==> config.mk <==
export PLATFORM = sky130hd
export DESIGN_NAME = adc_result_format_config
export DESIGN_NICKNAME = d
export VERILOG_FILES = /design/src/rtl/adc_fmt_pkg.sv /design/src/rtl/adc_result_format_config.sv /design/src/rtl/step_clock_divider.sv
export SDC_FILE = /design/constraint.sdc
export NUM_CORES = 1
export LEC_CHECK = 0
export ABC_AREA = 1
export BUFFER_PORTS_ARGS = -buffer_cell sky130_fd_sc_hd__buf_2
export CAP_MARGIN = 20
export CORE_MARGIN = 1
export CORE_UTILIZATION = 51
export CTS_CLUSTER_DIAMETER = 100
export DETAILED_ROUTE_END_ITERATION = 6
export GPL_ROUTABILITY_DRIVEN = 0
export PLACE_DENSITY = 0.76
export SLEW_MARGIN = 0
export SYNTH_ARGS = -nofsm -noshare
export SYNTH_HDL_FRONTEND = slang
export SYNTH_SLANG_ARGS = --single-unit
export TNS_END_PERCENT = 100
==> constraint.sdc <==
create_clock -name CLOCK -period 1.45 [get_ports CLOCK]
set_input_delay 0.3625 -clock CLOCK [delete_from_list [all_inputs] [get_ports CLOCK]]
set_output_delay 0.3625 -clock CLOCK [all_outputs]
set_load 0.01 [all_outputs]
==> src/rtl/adc_fmt_pkg.sv <==
// Purpose: Shared constants and types for the converter format block
// Assumes: 8-bit special-function register bus, 10-bit result code
// Notes: Register offsets are byte addresses on the register bus
package adc_fmt_pkg;
  localparam logic [7:0] OFS_CONFIG = 8'hBC;
  localparam logic [7:0] OFS_RES_LOW = 8'hBD;
  localparam logic [7:0] OFS_RES_HIGH = 8'hBE;
  localparam logic [7:0] RST_CONFIG = 8'hF9;
  localparam logic [7:0] RST_RES_LOW = 8'h00;
  localparam logic [7:0] RST_RES_HIGH = 8'h00;
  localparam int POS_DIV_LSB = 3;
  localparam int POS_LJST = 2;
  localparam int POS_8BIT = 1;
  localparam int POS_GAIN = 0;
  localparam int CODE_W = 10;
  localparam logic [4:0] STEPS_10BIT = 5'h0A;
  localparam logic [4:0] STEPS_SHORTER_8BIT = 5'h02;

  typedef struct packed {
    logic [4:0] divisor;
    logic left_justify;
    logic eight_bit;
    logic gain;
  } config_s;

  typedef struct packed {
    logic [7:0] high;
    logic [7:0] low;
  } result_s;
endpackage

==> src/rtl/adc_result_format_config.sv <==
// Purpose: Converter configuration register and result byte formatting
// Assumes: Conversion core raises START_CONV for one cycle to begin
// Notes: Busy stays high for the step count of the selected resolution
`timescale 1ns/1ps
`default_nettype none
module adc_result_format_config
  import adc_fmt_pkg::*;
(
  input wire logic CLOCK,
  input wire logic RESETN,
  input wire logic [7:0] SFR_ADDR,
  input wire logic [7:0] SFR_WDATA,
  input wire logic SFR_WE,
  input wire logic SFR_RE,
  output logic [7:0] SFR_RDATA,
  input wire logic START_CONV,
  input wire logic [9:0] CONV_CODE,
  output logic STEP_TICK,
  output logic UNITY_GAIN,
  output logic CONV_BUSY,
  output logic CONV_DONE
);
  config_s cfg;
  result_s res;
  logic [4:0] steps_left;
  logic step_tick;

  step_clock_divider u_div (
    .clock(CLOCK),
    .resetn(RESETN),
    .divisor(cfg.divisor),
    .step_tick(step_tick)
  );

  wire sel_cfg = (SFR_ADDR == OFS_CONFIG);
  wire sel_low = (SFR_ADDR == OFS_RES_LOW);
  wire sel_high = (SFR_ADDR == OFS_RES_HIGH);
  wire cfg_we = SFR_WE && sel_cfg;
  wire low_we = SFR_WE && sel_low;
  wire high_we = SFR_WE && sel_high;

  wire [4:0] steps_total = cfg.eight_bit ?
    5'(STEPS_10BIT - STEPS_SHORTER_8BIT) : STEPS_10BIT;
  wire finishing = CONV_BUSY && step_tick && (steps_left == 5'h01);

  // Formatting: justification only counts in 10-bit mode
  result_s fmt_right;
  result_s fmt_left;
  result_s fmt_eight;
  assign fmt_right = {6'h00, CONV_CODE[9:8], CONV_CODE[7:0]};
  assign fmt_left = {CONV_CODE[9:2], CONV_CODE[1:0], 6'h00};
  assign fmt_eight = {CONV_CODE[9:2], 8'h00};
  result_s fmt;
  assign fmt = cfg.eight_bit ? fmt_eight :
    (cfg.left_justify ? fmt_left : fmt_right);

  wire [7:0] rd_mux = sel_cfg ? cfg :
    (sel_low ? res.low : (sel_high ? res.high : 8'h00));
  wire [4:0] next_steps = (START_CONV && !CONV_BUSY) ? steps_total :
    ((CONV_BUSY && step_tick) ? 5'(steps_left - 5'h01) : steps_left);

  always_ff @(posedge CLOCK or negedge RESETN) begin
    if (!RESETN) begin
      cfg <= RST_CONFIG;
    end else if (cfg_we) begin
      cfg <= SFR_WDATA;
    end
  end

  // Completion load wins over a software write in the same cycle
  always_ff @(posedge CLOCK or negedge RESETN) begin
    if (!RESETN) begin
      res <= {RST_RES_HIGH, RST_RES_LOW};
    end else if (finishing) begin
      res <= fmt;
    end else begin
      if (high_we) res.high <= SFR_WDATA;
      if (low_we) res.low <= SFR_WDATA;
    end
  end

  always_ff @(posedge CLOCK or negedge RESETN) begin
    if (!RESETN) begin
      steps_left <= 5'h00;
      CONV_BUSY <= 1'b0;
      CONV_DONE <= 1'b0;
    end else begin
      steps_left <= next_steps;
      CONV_BUSY <= (START_CONV && !CONV_BUSY) || (CONV_BUSY && !finishing);
      CONV_DONE <= finishing;
    end
  end

  always_ff @(posedge CLOCK or negedge RESETN) begin
    if (!RESETN) begin
      SFR_RDATA <= 8'h00;
      STEP_TICK <= 1'b0;
      UNITY_GAIN <= 1'b0;
    end else begin
      SFR_RDATA <= SFR_RE ? rd_mux : 8'h00;
      STEP_TICK <= step_tick;
      UNITY_GAIN <= cfg.gain;
    end
  end
endmodule
`default_nettype wire

==> src/rtl/step_clock_divider.sv <==
// Purpose: One-cycle enable at system clock divided by divisor plus one
// Assumes: Divisor may change at any time; compared with the running count at once
// Notes: Divisor 0 gives an enable every cycle
`timescale 1ns/1ps
`default_nettype none
module step_clock_divider
  import adc_fmt_pkg::*;
(
  input wire logic clock,
  input wire logic resetn,
  input wire logic [4:0] divisor,
  output logic step_tick
);
  logic [4:0] count;
  wire wrap = (count >= divisor);
  wire [4:0] next_count = wrap ? 5'h00 : 5'(count + 5'h01);

  always_ff @(posedge clock or negedge resetn) begin
    if (!resetn) begin
      count <= 5'h00;
      step_tick <= 1'b0;
    end else begin
      count <= next_count;
      step_tick <= wrap;
    end
  end
endmodule
`default_nettype wire
Yosys cells after proc, flatten, opt, wreduce, memory -nomap -nowiden
Cells that the tools add are included.
Storage, ports and cells
  register bits after elaboration: 47
  bits of input ports: 31
  output and inout port bits: 12
  logic and storage cells: 47
Operators by class
  $add $sub $neg: 2
  magnitude comparators: 1
  equal/unequal tests: 4
  multiplexer cells: 13
  reductions and logical operators: 13
Operator list (number)
  $mux 16: 3
  $mux 8: 6
  $eq 8x8->1 const B: 3
  $mux 5: 3
  $logic_and 1x1->1: 7
  $reduce_bool 2->1: 3
  $add 5x1->5 const B: 1
  $eq 5x1->1 const B: 1
  $ge 5x5->1: 1
  $sub 5x1->5 const B: 1
  $logic_not 1->1: 2
  $mux 2: 1
  $logic_or 1x1->1: 1

Longest topological paths before layout
  word-level depth: 5
  mapped depth: 11
  mapped depth without buffers: 10

Hierarchy
From an unflattened synthesis, not the netlist that was laid out.
Second synthesis, totals
  cells, all modules: 353
  area, all modules: 2743.9 sq um
By module, submodules not included
  adc_result_format_config: times used 1, cells an instance 312, area each 2363.5 sq um, seq. area each 1033.5 sq um
  step_clock_divider: times used 1, cells an instance 41, area each 380.4 sq um, seq. area each 150.1 sq um

Worst setup path before layout
No wires, ideal clock.
  path kind: register -> register
  start: register cfg[6] in the netlist's numbering
  end: register u_div.count[0]
  setup time: 0.073 ns
  data arrival time: 1.330 ns
  required time: 1.377 ns
  path slack: 0.047 ns
  cell stages (with the launch flop): 7
  buffers on the path: 0
  period minus slack after synthesis: 1.403 ns
  path through: dfstp_2 inv_1 ha_1 a21o_1 a21oi_1 nand2_1 nor2_1
On the way
  word-level cells in the longest chain between the ends: 2
Ends and longest elaborated chain
  start, declared: RTL line adc_result_format_config.sv:23  | config_s cfg;
  start signal, assigned: RTL line adc_result_format_config.sv:64  | cfg <= RST_CONFIG;
  start signal, assigned: RTL line adc_result_format_config.sv:66  | cfg <= SFR_WDATA;
  $ge 5x5->1: RTL line step_clock_divider.sv:15  | wire wrap = (count >= divisor);
  via u_div.wrap: RTL line step_clock_divider.sv:15
  $mux 5: RTL line step_clock_divider.sv:16  | wire [4:0] next_count = wrap ? 5'h00 : 5'(count + 5'h01);
  via u_div.next_count[0]: RTL line step_clock_divider.sv:16
  end signal, assigned: RTL line step_clock_divider.sv:23  | count <= next_count;
  end, declared: RTL line step_clock_divider.sv:14  | logic [4:0] count;
The timed path passes the listed nets, and every way through them passes these cells.
A chain may end at the register's enable or synchronous reset.

Worst setup path after layout
  start: register cfg[5] in the netlist's numbering
  end: register u_div.count[0]
Same word-level chain as after synthesis.

==> qor.txt <==
Number of vias per cell - 5.17
Leading cell type in the layout, fill and taps excluded - sky130_fd_sc_hd__nand2_1
Dominant combinational cell family by area after synthesis - simple AND/OR/NAND/NOR gates
Final-report max-slew violation count - 0
Worst R2R Path Depth - 6
Largest net degree at the start of global routing - 48
Final hold violations - 0
Buffer cell driving the clock tree root - sky130_fd_sc_hd__clkbuf_8
Number of violations of the max-capacitance limit - 0
Compound-Gate Fraction of Synth Area - 7.22%
Number of global-route vias before repair - 2099
Cell Count, Final, Fillers Out - 454
Effective utilization at floorplan - 54.3%
Core Area - 4850 sq um
Netlist area before placement - 2630 sq um
Leakage dissipation - 1.88 nW
PnR worst setup slack - -0.0148 ns
DP Worst Slack - -0.0692 ns
I/O pins - 43
Timing-limited maximum frequency - 683 MHz
Number of remaining DRC errors - 0
Layout cells sized above 1 - 34.6%
IR drop worst, VDD - 0.972 mV
Tightest Hold Check Type - in -> async
Total power per unit cell area - 1080 nW/um^2
Critical path cell sequence - inv_1 > ha_1 > nand3_1 > o21bai_4 > nand2_2 > nor2_1
Startpoint type of the worst setup path - flip-flop
Result of the run - complete, but fails checks
First-pass GRT wire length - 9360 um
Number of cell rows - 25
Post-route clock skew - 0.00322 ns
Post-synthesis sequential area ratio - 45.0%
Iteration-0 DRC count of the detailed router - 158
Clock Latency Late Sink - 0.31 ns
Synthesized area per cell - 8.15 sq um
Initial antenna violation count - 0
Area share of xor/xnor cells in the synthesized design - 0.998%
I/O Buffers - 42
R2r setup slk - -0.01 ns
# placed instances - 438
Minimum hold slack - 0.0179 ns
Die area - 5450 sq um
Fin crit share - 101%
WP data arrival - 1.67 ns
Post-layout util - 70.5%
Total power - 3.71 mW
Adder-Cell Fraction of Synth Area - 3.80%
Endpoint of the worst register-to-register path - u_div.count[0]
Multiplexer share of the synthesized area - 0%
Chip height - 73.8 um
Total grt overflow - 0
Cell family with the largest share of critical-path delay - flip-flops
FF+latch count, synth - 47
Nets - 425
Cts hold-fix bufs - 0
Total routing usage reported by global routing - 22.9%
Detail Route Antenna Nets - 0
Largest incremental delay on the critical path - 0.52 ns
Number of vias after detailed routing - 2346
Slew at the pin closest to its max-slew limit - 0.261 ns
TritonCTS clock tree - built
Clock-pin transition on the worst setup and hold timing paths - 0.09 ns
Unique masters post-synth - 30
Drt wl/cell - 13.7 um
Unrepaired setup endpoints after global routing - true
Post-synthesis instance total - 323
Tightest slew margin relative to the limit - 82.6%
Buffer depth of the longest clock path - 2
Worst Setup Path Type - reg -> reg
Crit-path slowest cell - sky130_fd_sc_hd__dfstp_2
Area delta synth->final - 29.9%
Area of combinational cells with multiple inputs - 1420 sq um
Warnings, synthesis - 0
Clock sink count - 47
Final setup vio count - 4
Number of buffer and inverter instances along the worst setup path - 1
Final routed wirelength across all metal layers - 6230 um
Reg2Reg Launch Point - cfg[5]
Layout fillers - 358
Worst Setup End Kind - flip-flop
Number of iterations in the first detailed-routing pass - 6
Detail Placement HPWL - 4170 um
Top library cells by usage in the layout, fill and taps aside - sky130_fd_sc_hd__nand2_1 (87), sky130_fd_sc_hd__nand3_1 (53), sky130_fd_sc_hd__buf_2 (42)
Die Width - 73.8 um
Biggest fanout along the worst timing path - 6
FF/Latch Area - 1180 sq um
Num CTS Buffers - 5
Data required time of the worst path - 1.65 ns
Syn Nets - 362
Violations in the final reports - negative setup slack
Synthesized-area fraction occupied by and/or/nand/nor cells - 34.6%
Post-layout minimum cycle time - 1.46 ns
H-tree depth - 2
Antenna cell count - 0
## metrics by stage
step	setup TNS, ns	cell area (sq um)
detailed placement	-0.291	2990
global placement	0	2990
global route	-1.07	3420
CTS	0	3140
floorplan	0	2630
finish	-0.0413	3420
## worst register-to-register path, stage by stage, from the launching register on
cell	delay, ns
sky130_fd_sc_hd__dfstp_2	0.52
sky130_fd_sc_hd__inv_1	0.07
sky130_fd_sc_hd__ha_1	0.32
sky130_fd_sc_hd__nand3_1	0.08
sky130_fd_sc_hd__o21bai_4	0.17
sky130_fd_sc_hd__nand2_2	0.14
sky130_fd_sc_hd__nor2_1	0.06
## what timing repair did
action / in CTS / in global routing
pin swaps: 7 / 19
gates cloned: 0 / 4
setup buffers: 0 / 4
endpoints found under the setup margin: 7 / 22
gates resized for setup: 8 / 55
## registers in the layout (all words and copies together), names as in the netlist
register and cells:
CONV_BUSY 1, CONV_DONE 1, SFR_RDATA 8, STEP_TICK 1, UNITY_GAIN 1, cfg 8
res 16, steps_left 5, u_div.count 5, u_div.step_tick 1
## final cells by class
cell class	count	area share, %
repair buffers	64	13.4
inverters	40	4.76
clock buffers	5	2.01
flip-flops and latches	47	34.6
clock inverters	3	1.28
multi-input cells	228	41.5
well taps	67	2.45
## how the worst max path moves through the flow
stage / from / to / slack (ns) / depth (start not counted)
floorplan: cfg[6] / u_div.count[0] / 0.05 / 6
global placement: cfg[6] / u_div.count[4] / 0.001 / 6
detailed placement: cfg[6] / u_div.count[2] / -0.07 / 6
CTS: steps_left[1] / res[13] / 0.01 / 10
global route: steps_left[1] / res[12] / -0.09 / 9
finish: cfg[5] / u_div.count[0] / -0.01 / 6
## layer usage
| metal | track usage [%] | up-vias | share of wire [%] |
|---|---|---|---|
| li1 | - | 1154 | - |
| met3 | 4.94 | 19 | 6.0 |
| met5 | 0 | - | 0 |
| met1 | 29.0 | 1082 | 42 |
| met4 | 8.33 | 0 | 2.7 |
| met2 | 38.6 | 91 | 49 |
## power breakdown
group	internal [mW]	switching, mW	leakage, nW
sequential	1.51	0.164	0.592
clock	0.513	0.455	0.0581
combinational	0.493	0.572	1.23
total	2.52	1.19	1.88
## cells in the mapped netlist (all sizes together)
library cell  instances  area (sq um)
nand2               108           462
o21ai                28           148
a21boi                2          15.0
xor2                  2          17.5
dfstp                 6           158
o21bai                1          7.51
a21o                  1          7.51
ha                    8           100
nand3                56           305
dfrtp                41          1030
clkbuf                1          3.75
nor2                 17           130
buf                   7          66.3
xnor2                 1          8.76
o211ai                1          7.51
a21oi                 1          5.00
inv                  40           153
nand4                 2          12.5
## cells by family (layout without fill, tap and decap cells)
kind of cell             count (synthesis)  in the layout
buffers and inverters                   48            112
XOR/XNOR                                 3              3
flip-flops                              47             47
AND/OR/NAND/NOR                        183            183
AO/OA/AOI/OAI                           34             34
adder cells (fa/ha/maj)                  8              8
No activity file was read; power rests on OpenSTA's default activity.
